===== src/design/lane_cfg_defs.svh =====
// Offsets, field positions and reset values of the lane and filter configuration slice
`ifndef LANE_CFG_DEFS_SVH
`define LANE_CFG_DEFS_SVH

// Register indexes; byte address is four times the index
`define IDX_PRBS_HPF 10'h039
`define IDX_PAIR_PAT 10'h03b
`define IDX_STATUS 10'h040
`define REG_RESET 16'h0000

// First register fields
`define PRBS_HI 15
`define PRBS_LO 12
`define PAT13_HI 11
`define PAT13_LO 9
`define PAT14_HI 8
`define PAT14_LO 6
`define K_HI 4
`define K_LO 1
`define HPF_EN 0
`define MASK_PRBS_HPF 16'hffdf

// Second register fields
`define PAIR_HI 11
`define PAIR_LO 8
`define PAT15_HI 7
`define PAT15_LO 5
`define PAT16_HI 4
`define PAT16_LO 2
`define MASK_PAIR_PAT 16'h0ffc

// Coefficient limits and pair numbering
`define K_MIN 4'h2
`define K_MAX 4'ha
`define PAIR_BASE13 6'h19
`define PAIR_BASE14 6'h1b
`define PAIR_BASE15 6'h1d
`define PAIR_BASE16 6'h1f

// Status bits
`define ST_K_RANGE 0
`define ST_RSV_WR 1
`define ST_IND 2
`define ST_16CH 3

// Bus answers
`define RESP_OKAY 2'h0
`define RESP_SLVERR 2'h2

`endif


===== src/design/lane_cfg_pkg.sv =====
// Types shared by the lane and filter configuration slice
package lane_cfg_pkg;
	typedef enum {rd_idle, rd_resp} rd_state_t;
	typedef logic [2:0] pattern_sel_t;
	typedef logic [5:0] pair_num_t;
	typedef logic [15:0] cfg_word_t;
endpackage


===== src/design/lane_pattern_gate.sv =====
// Per-lane gating of PRBS enable and pattern select by independent selection
`timescale 1ns/1ps
`include "lane_cfg_defs.svh"
module lane_pattern_gate
	import lane_cfg_pkg::*;
(
	input wire logic aclk,
	input wire logic aresetn,
	input wire logic independent_pattern_select,
	input wire logic prbs_en,
	input wire pattern_sel_t pattern_sel,
	output logic prbs_active,
	output logic pattern_active,
	output pattern_sel_t pattern_out
);
	// Per-lane settings count only under independent selection
	always_ff @(posedge aclk)
	begin
		if (!aresetn)
		begin
			prbs_active <= 1'b0;
			pattern_active <= 1'b0;
			pattern_out <= 3'h0;
		end
		else
		begin
			prbs_active <= prbs_en & independent_pattern_select;
			pattern_active <= independent_pattern_select;
			pattern_out <= independent_pattern_select ? pattern_sel : 3'h0;
		end
	end
endmodule


===== src/design/input_pair_steer.sv =====
// Input pair steering of one converter in 16-input mode
`timescale 1ns/1ps
`include "lane_cfg_defs.svh"
module input_pair_steer
	import lane_cfg_pkg::*;
#(
	parameter pair_num_t PAIR_BASE = `PAIR_BASE13
)
(
	input wire logic aclk,
	input wire logic aresetn,
	input wire logic sixteen_input_mode,
	input wire logic pair_sel,
	output pair_num_t pair_num
);
	// Zero means the steering bit is idle outside 16-input mode
	always_ff @(posedge aclk)
	begin
		if (!aresetn)
			pair_num <= 6'h00;
		else if (sixteen_input_mode)
			pair_num <= PAIR_BASE + pair_num_t'(pair_sel);
		else
			pair_num <= 6'h00;
	end
endmodule


===== src/design/lane_hpf_cfg_regs.sv =====
// AXI4-Lite register slice for lanes 13-16 patterns, group filter and input pairs
//
// Local design decision: the AXI4-Lite slave port.
`timescale 1ns/1ps
`include "lane_cfg_defs.svh"

// Summary of operation
// - Four PRBS lane enables, gated by independent select
// - Lanes 13, 14 pattern selects in first register
// - Lanes 15, 16 pattern selects in second register
// - Bit 0 enables group filter, reset off
// - Coefficient k at bits 4-1, range 2-10
// - Coefficient acts only while filter enabled
// - Bit 11 picks pair 25 or 26
// - Bit 10 picks pair 27 or 28
// - Bit 9 picks pair 29 or 30
// - Bit 8 picks pair 31 or 32
module lane_hpf_cfg_regs
	import lane_cfg_pkg::*;
(
	input wire logic aclk,
	input wire logic aresetn,
	input wire logic [11:0] s_axi_awaddr,
	input wire logic s_axi_awvalid,
	output logic s_axi_awready,
	input wire logic [31:0] s_axi_wdata,
	input wire logic [3:0] s_axi_wstrb,
	input wire logic s_axi_wvalid,
	output logic s_axi_wready,
	output logic [1:0] s_axi_bresp,
	output logic s_axi_bvalid,
	input wire logic s_axi_bready,
	input wire logic [11:0] s_axi_araddr,
	input wire logic s_axi_arvalid,
	output logic s_axi_arready,
	output logic [31:0] s_axi_rdata,
	output logic [1:0] s_axi_rresp,
	output logic s_axi_rvalid,
	input wire logic s_axi_rready,
	input wire logic independent_pattern_select,
	input wire logic sixteen_input_mode,
	output logic [3:0] lane_prbs_active,
	output logic [3:0] lane_pattern_active,
	output pattern_sel_t test_pattern_sel_lane13,
	output pattern_sel_t test_pattern_sel_lane14,
	output pattern_sel_t test_pattern_sel_lane15,
	output pattern_sel_t test_pattern_sel_lane16,
	output logic highpass_enable_grp4,
	output logic [3:0] highpass_coeff_k_grp4,
	output pair_num_t input_pair_conv13,
	output pair_num_t input_pair_conv14,
	output pair_num_t input_pair_conv15,
	output pair_num_t input_pair_conv16
);
	cfg_word_t lane_prbs_pattern_hpf_ctrl;
	cfg_word_t input_pair_pattern_ctrl;
	logic rsv_write_seen;
	logic aw_got;
	logic w_got;
	logic [11:0] awaddr_q;
	cfg_word_t wdata_q;
	logic [1:0] wstrb_q;
	rd_state_t rd_state;

	// Write channel bookkeeping
	logic aw_hs;
	logic w_hs;
	logic do_write;
	logic next_aw_got;
	logic next_w_got;
	logic next_bvalid;
	assign aw_hs = s_axi_awvalid & s_axi_awready;
	assign w_hs = s_axi_wvalid & s_axi_wready;
	assign do_write = aw_got & w_got & ~s_axi_bvalid;
	assign next_aw_got = do_write ? 1'b0 : (aw_got | aw_hs);
	assign next_w_got = do_write ? 1'b0 : (w_got | w_hs);
	assign next_bvalid = do_write | (s_axi_bvalid & ~s_axi_bready);

	// Write decode, byte lanes and reserved-bit detection
	logic [9:0] wr_idx;
	logic wr_aligned;
	logic wr_hit_a;
	logic wr_hit_b;
	logic wr_hit_st;
	cfg_word_t wmask;
	cfg_word_t merged_a;
	cfg_word_t merged_b;
	logic rsv_hit;
	assign wr_idx = awaddr_q[11:2];
	assign wr_aligned = awaddr_q[1:0] == 2'h0;
	assign wr_hit_a = wr_aligned && wr_idx == `IDX_PRBS_HPF;
	assign wr_hit_b = wr_aligned && wr_idx == `IDX_PAIR_PAT;
	assign wr_hit_st = wr_aligned && wr_idx == `IDX_STATUS;
	assign wmask = {{8{wstrb_q[1]}}, {8{wstrb_q[0]}}};
	// Reserved bits are not stored, so they always read back zero
	assign merged_a = ((lane_prbs_pattern_hpf_ctrl & ~wmask) | (wdata_q & wmask))
		& `MASK_PRBS_HPF;
	assign merged_b = ((input_pair_pattern_ctrl & ~wmask) | (wdata_q & wmask))
		& `MASK_PAIR_PAT;
	assign rsv_hit = do_write && ((wr_hit_a && |(wdata_q & wmask & ~`MASK_PRBS_HPF))
		|| (wr_hit_b && |(wdata_q & wmask & ~`MASK_PAIR_PAT)));

	// Address and data are taken in either order, one write at a time
	always_ff @(posedge aclk)
	begin
		if (!aresetn)
		begin
			aw_got <= 1'b0;
			w_got <= 1'b0;
			awaddr_q <= 12'h000;
			wdata_q <= `REG_RESET;
			wstrb_q <= 2'h0;
		end
		else
		begin
			aw_got <= next_aw_got;
			w_got <= next_w_got;
			if (aw_hs)
				awaddr_q <= s_axi_awaddr;
			if (w_hs)
			begin
				wdata_q <= s_axi_wdata[15:0];
				wstrb_q <= s_axi_wstrb[1:0];
			end
		end
	end

	// Ready stays low while a response is pending, which paces writes
	always_ff @(posedge aclk)
	begin
		if (!aresetn)
		begin
			s_axi_awready <= 1'b0;
			s_axi_wready <= 1'b0;
			s_axi_bvalid <= 1'b0;
			s_axi_bresp <= `RESP_OKAY;
		end
		else
		begin
			s_axi_awready <= ~next_aw_got & ~next_bvalid;
			s_axi_wready <= ~next_w_got & ~next_bvalid;
			s_axi_bvalid <= next_bvalid;
			if (do_write)
				s_axi_bresp <= (wr_hit_a | wr_hit_b | wr_hit_st) ? `RESP_OKAY : `RESP_SLVERR;
		end
	end

	// Configuration registers, all fields reset to zero
	always_ff @(posedge aclk)
	begin
		if (!aresetn)
		begin
			lane_prbs_pattern_hpf_ctrl <= `REG_RESET;
			input_pair_pattern_ctrl <= `REG_RESET;
		end
		else if (do_write)
		begin
			if (wr_hit_a)
				lane_prbs_pattern_hpf_ctrl <= merged_a;
			if (wr_hit_b)
				input_pair_pattern_ctrl <= merged_b;
		end
	end

	// Sticky reserved-write flag; a new event wins over a clear
	always_ff @(posedge aclk)
	begin
		if (!aresetn)
			rsv_write_seen <= 1'b0;
		else if (rsv_hit)
			rsv_write_seen <= 1'b1;
		else if (do_write && wr_hit_st && wstrb_q[0] && wdata_q[`ST_RSV_WR])
			rsv_write_seen <= 1'b0;
	end

	// Coefficient outside 2..10 is kept but flagged for software
	logic [3:0] coeff_k;
	logic k_out_of_range;
	assign coeff_k = lane_prbs_pattern_hpf_ctrl[`K_HI:`K_LO];
	assign k_out_of_range = coeff_k < `K_MIN || coeff_k > `K_MAX;

	// Filter controls; k reaches the datapath only while enabled
	always_ff @(posedge aclk)
	begin
		if (!aresetn)
		begin
			highpass_enable_grp4 <= 1'b0;
			highpass_coeff_k_grp4 <= 4'h0;
		end
		else
		begin
			highpass_enable_grp4 <= lane_prbs_pattern_hpf_ctrl[`HPF_EN];
			highpass_coeff_k_grp4 <= lane_prbs_pattern_hpf_ctrl[`HPF_EN] ? coeff_k : 4'h0;
		end
	end

	// Read decode
	logic [9:0] rd_idx;
	logic rd_aligned;
	logic rd_hit_a;
	logic rd_hit_b;
	logic rd_hit_st;
	logic [31:0] rd_word;
	logic [3:0] status_bits;
	assign rd_idx = s_axi_araddr[11:2];
	assign rd_aligned = s_axi_araddr[1:0] == 2'h0;
	assign rd_hit_a = rd_aligned && rd_idx == `IDX_PRBS_HPF;
	assign rd_hit_b = rd_aligned && rd_idx == `IDX_PAIR_PAT;
	assign rd_hit_st = rd_aligned && rd_idx == `IDX_STATUS;
	assign status_bits = {sixteen_input_mode, independent_pattern_select,
		rsv_write_seen, k_out_of_range};
	assign rd_word = rd_hit_a ? {16'h0000, lane_prbs_pattern_hpf_ctrl}
		: rd_hit_b ? {16'h0000, input_pair_pattern_ctrl}
		: rd_hit_st ? {28'h0000000, status_bits}
		: 32'h00000000;

	// Read answers one cycle after the address is taken
	always_ff @(posedge aclk)
	begin
		if (!aresetn)
		begin
			rd_state <= rd_idle;
			s_axi_arready <= 1'b0;
			s_axi_rvalid <= 1'b0;
			s_axi_rdata <= 32'h00000000;
			s_axi_rresp <= `RESP_OKAY;
		end
		else
		begin
			case (rd_state)
				rd_idle:
				begin
					s_axi_arready <= ~(s_axi_arvalid & s_axi_arready);
					if (s_axi_arvalid & s_axi_arready)
					begin
						s_axi_rdata <= rd_word;
						s_axi_rresp <= (rd_hit_a | rd_hit_b | rd_hit_st) ? `RESP_OKAY : `RESP_SLVERR;
						s_axi_rvalid <= 1'b1;
						rd_state <= rd_resp;
					end
				end
				rd_resp:
				begin
					if (s_axi_rready)
					begin
						s_axi_rvalid <= 1'b0;
						s_axi_arready <= 1'b1;
						rd_state <= rd_idle;
					end
				end
				default:
				begin
					rd_state <= rd_idle;
					s_axi_rvalid <= 1'b0;
					s_axi_arready <= 1'b0;
				end
			endcase
		end
	end

	// Lane gating, one instance per lane
	lane_pattern_gate u_gate13 (
		.aclk(aclk),
		.aresetn(aresetn),
		.independent_pattern_select(independent_pattern_select),
		.prbs_en(lane_prbs_pattern_hpf_ctrl[`PRBS_HI]),
		.pattern_sel(lane_prbs_pattern_hpf_ctrl[`PAT13_HI:`PAT13_LO]),
		.prbs_active(lane_prbs_active[0]),
		.pattern_active(lane_pattern_active[0]),
		.pattern_out(test_pattern_sel_lane13)
	);
	lane_pattern_gate u_gate14 (
		.aclk(aclk),
		.aresetn(aresetn),
		.independent_pattern_select(independent_pattern_select),
		.prbs_en(lane_prbs_pattern_hpf_ctrl[`PRBS_HI-1]),
		.pattern_sel(lane_prbs_pattern_hpf_ctrl[`PAT14_HI:`PAT14_LO]),
		.prbs_active(lane_prbs_active[1]),
		.pattern_active(lane_pattern_active[1]),
		.pattern_out(test_pattern_sel_lane14)
	);
	lane_pattern_gate u_gate15 (
		.aclk(aclk),
		.aresetn(aresetn),
		.independent_pattern_select(independent_pattern_select),
		.prbs_en(lane_prbs_pattern_hpf_ctrl[`PRBS_LO+1]),
		.pattern_sel(input_pair_pattern_ctrl[`PAT15_HI:`PAT15_LO]),
		.prbs_active(lane_prbs_active[2]),
		.pattern_active(lane_pattern_active[2]),
		.pattern_out(test_pattern_sel_lane15)
	);
	lane_pattern_gate u_gate16 (
		.aclk(aclk),
		.aresetn(aresetn),
		.independent_pattern_select(independent_pattern_select),
		.prbs_en(lane_prbs_pattern_hpf_ctrl[`PRBS_LO]),
		.pattern_sel(input_pair_pattern_ctrl[`PAT16_HI:`PAT16_LO]),
		.prbs_active(lane_prbs_active[3]),
		.pattern_active(lane_pattern_active[3]),
		.pattern_out(test_pattern_sel_lane16)
	);

	// Input pair steering, one instance per converter
	input_pair_steer #(.PAIR_BASE(`PAIR_BASE13)) u_steer13 (
		.aclk(aclk),
		.aresetn(aresetn),
		.sixteen_input_mode(sixteen_input_mode),
		.pair_sel(input_pair_pattern_ctrl[`PAIR_HI]),
		.pair_num(input_pair_conv13)
	);
	input_pair_steer #(.PAIR_BASE(`PAIR_BASE14)) u_steer14 (
		.aclk(aclk),
		.aresetn(aresetn),
		.sixteen_input_mode(sixteen_input_mode),
		.pair_sel(input_pair_pattern_ctrl[`PAIR_HI-1]),
		.pair_num(input_pair_conv14)
	);
	input_pair_steer #(.PAIR_BASE(`PAIR_BASE15)) u_steer15 (
		.aclk(aclk),
		.aresetn(aresetn),
		.sixteen_input_mode(sixteen_input_mode),
		.pair_sel(input_pair_pattern_ctrl[`PAIR_LO+1]),
		.pair_num(input_pair_conv15)
	);
	input_pair_steer #(.PAIR_BASE(`PAIR_BASE16)) u_steer16 (
		.aclk(aclk),
		.aresetn(aresetn),
		.sixteen_input_mode(sixteen_input_mode),
		.pair_sel(input_pair_pattern_ctrl[`PAIR_LO]),
		.pair_num(input_pair_conv16)
	);
endmodule


===== config.mk =====
export PLATFORM = sky130hd
export DESIGN_NAME = lane_hpf_cfg_regs
export DESIGN_NICKNAME = d
export VERILOG_FILES = /design/src/design/lane_cfg_pkg.sv /design/src/design/lane_pattern_gate.sv /design/src/design/input_pair_steer.sv /design/src/design/lane_hpf_cfg_regs.sv
export VERILOG_INCLUDE_DIRS = /design/src /design/src/design
export SDC_FILE = /design/constraint.sdc
export NUM_CORES = 1
export LEC_CHECK = 0
export BUFFER_PORTS_ARGS = -buffer_cell sky130_fd_sc_hd__clkbuf_2
export CAP_MARGIN = 0
export CORE_ASPECT_RATIO = 1.75
export CORE_UTILIZATION = 49
export DETAILED_ROUTE_END_ITERATION = 8
export GPL_TIMING_DRIVEN = 0
export MAX_ROUTING_LAYER = met4
export PLACE_DENSITY = 0.79
export SLEW_MARGIN = 5
export SYNTH_ARGS = -nofsm -noshare
export SYNTH_HDL_FRONTEND = slang
export SYNTH_SLANG_ARGS = --single-unit

===== constraint.sdc =====
create_clock -name aclk -period 2.39 [get_ports aclk]
set_clock_uncertainty 0.05 [all_clocks]
set_input_delay 0.239 -clock aclk [delete_from_list [all_inputs] [get_ports aclk]]
set_output_delay 0.239 -clock aclk [all_outputs]
set_load 0.005 [all_outputs]

==> results of run 1 <==
[how the worst min path moves through the flow]
stage | to | slack, ns | from
2_1_floorplan | awaddr_q[0]$_SDFFE_PN0P_ | 0.32 | s_axi_awaddr[0]
3_3_place_gp | s_axi_rdata[10]$_SDFFE_PN0P_ | 0.39 | s_axi_rdata[10]$_SDFFE_PN0P_
3_5_place_dp | s_axi_awready$_SDFF_PN0_ | 0.40 | aw_got$_SDFF_PN0_
4_1_cts | awaddr_q[3]$_SDFFE_PN0P_ | 0.05 | s_axi_awaddr[3]
5_1_grt | wdata_q[10]$_SDFFE_PN0P_ | 0.07 | s_axi_wdata[10]
6_report | awaddr_q[2]$_SDFFE_PN0P_ | 0.06 | s_axi_awaddr[2]
[final cells by class]
type | count | area [um2] | area share, %
flip-flops and latches | 112 | 2240 | 41.5
multi-input cells | 327 | 1710 | 31.6
repair buffers | 116 | 581 | 10.7
plain buffers | 65 | 415 | 7.69
clock buffers | 9 | 225 | 4.17
well taps | 115 | 144 | 2.66
clock inverters | 7 | 80.1 | 1.48
inverters | 3 | 11.3 | 0.208
[power by group through the flow]
stage	Combinational, W	Sequential, W	Clock (W)
2_1_floorplan	0.000176	0.00198	0
3_3_place_gp	0.000285	0.00198	0
3_5_place_dp	0.000290	0.00199	0
4_1_cts	0.000293	0.00194	0.00153
5_1_grt	0.000328	0.00195	0.00161
6_report	0.000293	0.00194	0.00151
[per-layer routing]
layer  wire, um  part of all wire, %  vias to the layer above  global-route usage, %
li1           -                    -                     1879                      -
met1       3700                   37                     1696                   23.0
met2       5400                   54                      128                   41.7
met3        495                  5.0                       26                   3.92
met4        347                  3.5                        0                   14.1
met5          0                    0                        -                      -
[worst reg2reg max path: stages, from the launching register on]
cell	delay [ns]
sky130_fd_sc_hd__dfxtp_1	0.31
sky130_fd_sc_hd__or4_4	0.55
sky130_fd_sc_hd__nor2_1	0.27
sky130_fd_sc_hd__nand4_1	0.37
sky130_fd_sc_hd__mux2i_1	0.25
sky130_fd_sc_hd__nor2_1	0.06
[metrics by stage]
stage	hold slack [ns]	setup WS, ns	utilization [%]	instance area [um2]	power, W
after detailed placement	0.396	0.407	60.5	5100	0.00228
after global routing	0.0695	0.266	64.2	5400	0.00389
after floorplan	0.325	0.692	-	4370	0.00216
final	0.0595	0.395	64.2	5400	0.00374
after CTS	0.0542	0.381	64.2	5400	0.00376
after global placement	0.386	0.463	60.5	5100	0.00227
[cell families after synthesis]
group / share of synthesized area [%]
simple gates: 23.2
compound gates: 10.3
mux: 4.19
flops: 52.2
other cells: 0.0873
buf+inv: 9.93
[layout by cell type, fill, tap and decap left out, types with 2 or more instances in the layout]
| cell type | instances |
|---|---|
| sky130_fd_sc_hd__clkbuf_2 | 116 |
| sky130_fd_sc_hd__dfxtp_1 | 112 |
| sky130_fd_sc_hd__nand2_1 | 103 |
| sky130_fd_sc_hd__a21oi_1 | 44 |
| sky130_fd_sc_hd__buf_4 | 41 |
| sky130_fd_sc_hd__nor2_1 | 25 |
| sky130_fd_sc_hd__and3_1 | 25 |
| sky130_fd_sc_hd__conb_1 | 22 |
| sky130_fd_sc_hd__clkbuf_1 | 20 |
| sky130_fd_sc_hd__nand3_1 | 19 |
| sky130_fd_sc_hd__o21ai_0 | 18 |
| sky130_fd_sc_hd__mux2i_1 | 18 |
| sky130_fd_sc_hd__clkbuf_16 | 9 |
| sky130_fd_sc_hd__nor3_1 | 7 |
| sky130_fd_sc_hd__o21ai_1 | 7 |
| sky130_fd_sc_hd__nand4_1 | 5 |
| sky130_fd_sc_hd__and2_1 | 3 |
| sky130_fd_sc_hd__inv_1 | 2 |
| sky130_fd_sc_hd__nor4_1 | 2 |
| sky130_fd_sc_hd__or4_4 | 2 |
| sky130_fd_sc_hd__o31a_1 | 2 |
| sky130_fd_sc_hd__a22o_1 | 2 |
| sky130_fd_sc_hd__a31oi_1 | 2 |
| sky130_fd_sc_hd__nand3b_1 | 2 |
| sky130_fd_sc_hd__buf_2 | 2 |
| sky130_fd_sc_hd__nor3_4 | 2 |
| sky130_fd_sc_hd__buf_6 | 2 |
| sky130_fd_sc_hd__nand2b_1 | 2 |
| sky130_fd_sc_hd__o41ai_1 | 2 |
| sky130_fd_sc_hd__clkinv_4 | 2 |
==> tab_implementation.tex, run 1 <==
\begin{tabular}{lr}
\hline
Metric & Value \\
\hline
\multicolumn{2}{l}{\textbf{Detailed routing}} \\
DRC & 0 \\
Detailed-route vias per instance & 4.95 \\
DR pass1 iterations & 4 \\
Antenna viol nets, final & 0 \\
Initial DRC Count & 197 \\
Number of vias after detailed routing & 3,729 \\
Total routed wirelength & 9940 um \\
Final routed wire length divided by cell count & 13.2 um \\
\multicolumn{2}{l}{\textbf{STA}} \\
Final Slew Violations & 0 \\
Top achievable clock speed & 501 MHz \\
Min cycle time layout & 1.99 ns \\
Final TNS setup & 0 ns \\
Setup-failing EPs final & 0 \\
Setup repair after global routing missed its margin & no \\
Crit share post-route & 83.5\% \\
Hold Fails Final Rpt & 0 \\
Slew @ Worst Pin & 0.764 ns \\
Max transition margin & 48.9\% \\
\multicolumn{2}{l}{\textbf{Yosys}} \\
Largest area contributor in the synthesized netlist & sky130\_fd\_sc\_hd\_\_dfxtp\_1 \\
Mean instance size in the synthesized netlist & 8.84 um2 \\
Number of enable flip-flop cells after synthesis & 0 \\
Most repeated cell in the gate-level netlist after synthesis & sky130\_fd\_sc\_hd\_\_dfxtp\_1 \\
Area share of the largest cell type after synthesis & 52.2\% \\
Fraction of registers with async set or reset after synthesis & 0\% \\
Most used DFF post-synth & sky130\_fd\_sc\_hd\_\_dfxtp\_1 \\
Synth Instances & 486 \\
Fraction of the yosys area taken by sequential cells & 52.2\% \\
Cell types occupying the most area after synthesis & sky130\_fd\_sc\_hd\_\_dfxtp\_1, sky130\_fd\_sc\_hd\_\_nand2\_1, sky130\_fd\_sc\_hd\_\_buf\_4 \\
Count of yosys warnings during synthesis & 0 \\
Synthesized flop and latch total & 112 \\
Distinct cell type count after synthesis & 41 \\
Top post-synthesis cells by count & sky130\_fd\_sc\_hd\_\_dfxtp\_1, sky130\_fd\_sc\_hd\_\_nand2\_1, sky130\_fd\_sc\_hd\_\_a21oi\_1 \\
Cell area after synthesis & 0.00430 mm2 \\
\multicolumn{2}{l}{\textbf{Global route}} \\
Number of antenna violations at the first check in global routing & 0 \\
Pin count of the biggest net entering global routing & 20 \\
Via count of the first global-routing pass & 3,598 \\
Total congestion overflow after global routing & 0 \\
Wire length of the first global-routing pass & 16,000 um \\
Combined global-route utilization of all metal layers & 23.4\% \\
\multicolumn{2}{l}{\textbf{Clock tree}} \\
Clock-pin transition on the worst setup and hold timing paths & 0.07 ns \\
Level count of the clock H-tree & 3 \\
TritonCTS buffer count & 9 \\
Clock tree root driver cell & sky130\_fd\_sc\_hd\_\_clkbuf\_16 \\
Number of buffers added to fix hold violations after cts & 0 \\
Post-CTS setup buffer count & 0 \\
Clock Sinks & 112 \\
Clock insertion delay at the later pin of the skew report & 0.35 ns \\
TritonCTS clock tree & yes \\
Worst-case clock buffer depth & 2 \\
Cells resized by post-CTS repair & 0 \\
\multicolumn{2}{l}{\textbf{Critical path}} \\
Kind of start point of the critical path & flop \\
Crit-path slowest cell & sky130\_fd\_sc\_hd\_\_or4\_4 \\
Most common cell type on the critical path & sky130\_fd\_sc\_hd\_\_nor2\_1 \\
Length in cells of the worst reg-to-reg path & 5 \\
Worst-path maximum fanout & 4 \\
Cells along the critical path & or4\_4, nor2\_1, nand4\_1, mux2i\_1, nor2\_1 \\
Largest delay contributor family on the critical path & simple AND/OR/NAND/NOR gates \\
Required time of the worst setup path & 2.56 ns \\
Kind of critical path & flop to flop \\
Sort of element at the end of the critical path & flop \\
Delay of the slowest cell on the worst path & 0.55 ns \\
Worst path depth & 5 \\
Origin of the critical flop-to-flop path & awaddr\_q[11]\$\_SDFFE\_PN0P\_ \\
Worst reg2reg setup slack & 0.40 ns \\
Crit path buffers/inverters & 0 \\
Start point of the critical path & awaddr\_q[11]\$\_SDFFE\_PN0P\_ \\
Arrival time of the worst setup path & 2.16 ns \\
\multicolumn{2}{l}{\textbf{Power and ir drop}} \\
Power density normalized to cell area & 693 mW/mm2 \\
Leakage power figure & 2.42 nW \\
Sequential share of power & 51.9\% \\
Switching share of power & 23.5\% \\
Share of power burned in the clock network & 40.3\% \\
Internal power contribution & 0.00286 W \\
Sw Pwr & 0.000879 W \\
Maximum vdd drop & 0.484 mV \\
Combinational group share of total power & 7.8\% \\
\multicolumn{2}{l}{\textbf{Floorplanning}} \\
Overall die area & 0.00916 mm2 \\
Die span in y & 126 um \\
Overall die width & 72.8 um \\
Number of placed I/O pins & 159 \\
Starting Density & 51.0\% \\
\# rows & 44 \\
Core region area & 0.00842 mm2 \\
\multicolumn{2}{l}{\textbf{Layout}} \\
\# fillers & 749 \\
Diode count & 0 \\
Relative area change from synthesis to final layout & 25.8\% \\
Non-filler instance count after layout & 754 \\
Share of layout cells above drive strength 1 & 29.3\% \\
Number of nets at the end of the flow & 703 \\
\multicolumn{2}{l}{\textbf{Placement}} \\
Estimated wirelength of the detail-placed design & 7770 um \\
Routability Congestion & 0.816 \\
IO buf count & 116 \\
Placed cells & 738 \\
\multicolumn{2}{l}{\textbf{Min path}} \\
Path category of the worst min-delay check & input pin to flop \\
Hold-critical path depth & 3 \\
\multicolumn{2}{l}{\textbf{Run}} \\
Number of maximum-capacitance constraint violations & 0 \\
\multicolumn{2}{l}{\textbf{Status}} \\
Outcome & finished clean \\
\hline
\end{tabular}
No activity file was read; power rests on OpenSTA's default activity.
==> run 2: changes to the inputs <==
Settings changed: ABC_AREA set to 1, CORE_UTILIZATION 49 to 45, PLACE_DENSITY 0.79 to 0.76.
Clock period 2.39 ns to 1.65 ns, I/O delays scaled along.
==> run 2 against run 1 <==
Compared with the run above: total power is 51% higher; non-clock buffer count is 1 lower; register-to-register slack worse by 0.24 ns; count of clock-buffer cells in the layout is 1 higher; sequential share of layout area is 2.7 points lower; first-iteration DRC count is 0.51% higher; highest routed layer unchanged.
==> tab_implementation.tex, run 2 <==
\begin{tabular}{lr}
\hline
Metric & Value \\
\hline
\multicolumn{2}{l}{\textbf{Placement}} \\
Estimated wirelength of the detail-placed design & 8770 um (+13\%) \\
IO buf count & 117 (+0.86\%) \\
Placed cells & 881 (+19\%) \\
Cell area reported after detailed placement & 0.00547 mm2 (+7.2\%) \\
Routability Congestion & 0.843 (+3.4\%) \\
\multicolumn{2}{l}{\textbf{Yosys}} \\
Synthesized flop and latch total & 112 (unchanged) \\
Top post-synthesis cells by count & sky130\_fd\_sc\_hd\_\_nor2\_1, sky130\_fd\_sc\_hd\_\_dfxtp\_1, sky130\_fd\_sc\_hd\_\_nand2\_1 \\
Largest area contributor in the synthesized netlist & sky130\_fd\_sc\_hd\_\_dfxtp\_1 \\
Synth Instances & 618 (+27\%) \\
Fraction of registers with async set or reset after synthesis & 0\% (unchanged) \\
Mean instance size in the synthesized netlist & 7.52 um2 (-15\%) \\
Cell types occupying the most area after synthesis & sky130\_fd\_sc\_hd\_\_dfxtp\_1, sky130\_fd\_sc\_hd\_\_nor2\_1, sky130\_fd\_sc\_hd\_\_nand2\_1 \\
Fraction of the yosys area taken by sequential cells & 48.3\% (-3.9 points) \\
Distinct cell type count after synthesis & 30 (-27\%) \\
Number of enable flip-flop cells after synthesis & 0 (unchanged) \\
Most used DFF post-synth & sky130\_fd\_sc\_hd\_\_dfxtp\_1 \\
Area share of the largest cell type after synthesis & 48.3\% (-3.9 points) \\
Most repeated cell in the gate-level netlist after synthesis & sky130\_fd\_sc\_hd\_\_nor2\_1 \\
Count of yosys warnings during synthesis & 0 (unchanged) \\
Cell area after synthesis & 0.00464 mm2 (+8.1\%) \\
\multicolumn{2}{l}{\textbf{Layout}} \\
Area used by multi-input combinational logic & 0.00184 mm2 (+7.9\%) \\
Leading cell type in the layout, fill and taps excluded & sky130\_fd\_sc\_hd\_\_nor2\_1 \\
Top library cells by usage in the layout, fill and taps aside & sky130\_fd\_sc\_hd\_\_nor2\_1, sky130\_fd\_sc\_hd\_\_clkbuf\_2, sky130\_fd\_sc\_hd\_\_dfxtp\_1 \\
Number of nets at the end of the flow & 836 (+19\%) \\
Share of layout cells above drive strength 1 & 27.8\% (-1.4 points) \\
Non-filler instance count after layout & 897 (+19\%) \\
\# fillers & 980 (+31\%) \\
Storage element area & 0.00224 mm2 (unchanged) \\
Relative area change from synthesis to final layout & 24.5\% \\
Final cell area excluding filler cells & 0.00578 mm2 (+7.0\%) \\
Diode count & 0 (unchanged) \\
\multicolumn{2}{l}{\textbf{STA}} \\
Final TNS setup & 0 ns (unchanged) \\
Hold slack & 0.0152 ns (-0.0443 ns) \\
Setup-failing EPs final & 0 (unchanged) \\
Crit share post-route & 90.4\% (+7.0 points) \\
Slew @ Worst Pin & 0.545 ns (-0.219 ns) \\
Final Slew Violations & 0 (unchanged) \\
Min cycle time layout & 1.49 ns (-0.503 ns) \\
Setup repair after global routing missed its margin & no \\
Hold Fails Final Rpt & 0 (unchanged) \\
Top achievable clock speed & 670 MHz (+34\%) \\
Max transition margin & 63.7\% (+15 points) \\
\multicolumn{2}{l}{\textbf{Clock tree}} \\
Cells resized by post-CTS repair & 0 (unchanged) \\
Post-CTS setup buffer count & 0 (unchanged) \\
Clock Sinks & 112 (unchanged) \\
TritonCTS clock tree & yes \\
Number of buffers added to fix hold violations after cts & 0 (unchanged) \\
TritonCTS buffer count & 9 (unchanged) \\
Worst-case clock buffer depth & 2 (unchanged) \\
Clock tree root driver cell & sky130\_fd\_sc\_hd\_\_clkbuf\_16 \\
Clock-pin transition on the worst setup and hold timing paths & 0.07 ns (about the same) \\
Clock insertion delay at the later pin of the skew report & 0.35 ns (about the same) \\
Level count of the clock H-tree & 3 (unchanged) \\
\multicolumn{2}{l}{\textbf{Critical path}} \\
Worst-path maximum fanout & 5 (+1) \\
Kind of critical path & flop to flop \\
Sort of element at the end of the critical path & flop \\
Kind of start point of the critical path & flop \\
Arrival time of the worst setup path & 1.69 ns (-0.47 ns) \\
Required time of the worst setup path & 1.84 ns (-0.72 ns) \\
\multicolumn{2}{l}{\textbf{Detailed routing}} \\
Initial DRC Count & 198 (+0.51\%) \\
Final routed wire length divided by cell count & 12.3 um (-6.4\%) \\
Antenna viol nets, final & 0 (unchanged) \\
Number of vias after detailed routing & 4,203 (+13\%) \\
DR pass1 iterations & 4 (unchanged) \\
DRC & 0 (unchanged) \\
Total routed wirelength & 11,100 um (+11\%) \\
Detailed-route vias per instance & 4.69 (-5.3\%) \\
\multicolumn{2}{l}{\textbf{Floorplanning}} \\
Number of placed I/O pins & 159 (unchanged) \\
\# rows & 48 (+9.1\%) \\
Die span in y & 136 um (+8.4\%) \\
Core region area & 0.00997 mm2 (+18\%) \\
Starting Density & 46.6\% (-4.4 points) \\
Overall die area & 0.0107 mm2 (+17\%) \\
Overall die width & 78.8 um (+8.3\%) \\
\multicolumn{2}{l}{\textbf{Global route}} \\
Wire length of the first global-routing pass & 18,100 um (+13\%) \\
Via count of the first global-routing pass & 4,038 (+12\%) \\
Pin count of the biggest net entering global routing & 20 (unchanged) \\
Total congestion overflow after global routing & 0 (unchanged) \\
Combined global-route utilization of all metal layers & 22.7\% (-0.70 points) \\
Number of antenna violations at the first check in global routing & 0 (unchanged) \\
\multicolumn{2}{l}{\textbf{Min path}} \\
Path category of the worst min-delay check & input pin to flop \\
\multicolumn{2}{l}{\textbf{Run}} \\
Number of maximum-capacitance constraint violations & 0 (unchanged) \\
\multicolumn{2}{l}{\textbf{Power and ir drop}} \\
Maximum vdd drop & 0.689 mV (+42\%) \\
Power density normalized to cell area & 975 mW/mm2 (+41\%) \\
Sum of internal, switching and leakage power & 0.00564 W (+51\%) \\
Leakage power figure & 2.95 nW (+22\%) \\
\multicolumn{2}{l}{\textbf{Status}} \\
Outcome & finished clean \\
\hline
\end{tabular}
run 2: cell types whose count changed in the layout (fill, tap and decap cells not counted), moves of 5 or more:
cell / delta
sky130_fd_sc_hd__nor2_2: +5
sky130_fd_sc_hd__nor2_1: +121
sky130_fd_sc_hd__mux2i_1: -18
sky130_fd_sc_hd__nand3_1: +8
sky130_fd_sc_hd__a21oi_1: -24
sky130_fd_sc_hd__clkbuf_1: -7
sky130_fd_sc_hd__inv_1: +48
sky130_fd_sc_hd__and3_1: -25
sky130_fd_sc_hd__inv_2: +7
sky130_fd_sc_hd__nor3_1: -6
sky130_fd_sc_hd__o21ai_0: +30
run 2: logic make-up (layout without fill, tap and decap cells):
logic type             Yosys count  after routing  synth area share [%]
DFF                            112            112                  48.3
and+or+nand+nor                301            301                  28.3
buffers and inverters          121            254                  13.8
AOI/OAI and AO/OA               83             83                  9.46
other                            1             22                0.0807
run 2: per-layer routing:
metal / track usage [%] / part of all wire, % / vias to the layer above
li1: - / - / 2168
met1: 21.4 / 36 / 1865
met2: 42.5 / 55 / 140
met3: 3.49 / 5.7 / 30
met4: 13.2 / 3.9 / 0
met5: - / 0 / -
run 2: final timing paths:
kind | start | end | slack [ns] | cells past startpoint
min | s_axi_awaddr[6] | awaddr_q[6]$_SDFFE_PN0P_ | 0.02 | 3
min reg2reg | flop | u_steer16.pair_num[4]$_SDFF_PN0_ | 0.40 | 1
max | awaddr_q[1]$_SDFFE_PN0P_ | flop | 0.16 | 6
max reg2reg | awaddr_q[1]$_SDFFE_PN0P_ | flop | 0.16 | 6
run 2: area by class of cell:
class / count / area share (%)
multi-input cells: 406 / 31.8
clock buffers: 10 / 4.13
inverters: 58 / 3.77
clock inverters: 6 / 1.26
flip-flops and latches: 112 / 38.8
well taps: 125 / 2.71
plain buffers: 63 / 7.38
repair buffers: 117 / 10.1
run 2: report_power, final:
group / switching (W) / leakage, nW / internal, W
combinational: 0.000290 / 1.89 / 0.000231
clock: 0.00100 / 0.150 / 0.00124
sequential: 0.0000763 / 0.912 / 0.00280
run 2: worst max-delay path, stage by stage, from the launching register on:
cell	delay (ns)
sky130_fd_sc_hd__dfxtp_1	0.32
sky130_fd_sc_hd__nor2_2	0.11
sky130_fd_sc_hd__nand3_2	0.15
sky130_fd_sc_hd__nor3_1	0.25
sky130_fd_sc_hd__nand4_1	0.28
sky130_fd_sc_hd__nor2_1	0.20
sky130_fd_sc_hd__nor2_1	0.05
run 2: per-stage QoR:
step | util [%] | setup WS (ns)
floorplan | - | 0.405
global placement | 54.8 | 0.158
detailed placement | 54.8 | 0.146
CTS | 57.9 | 0.111
global route | 58.0 | 0.0220
finish | 58.0 | 0.158
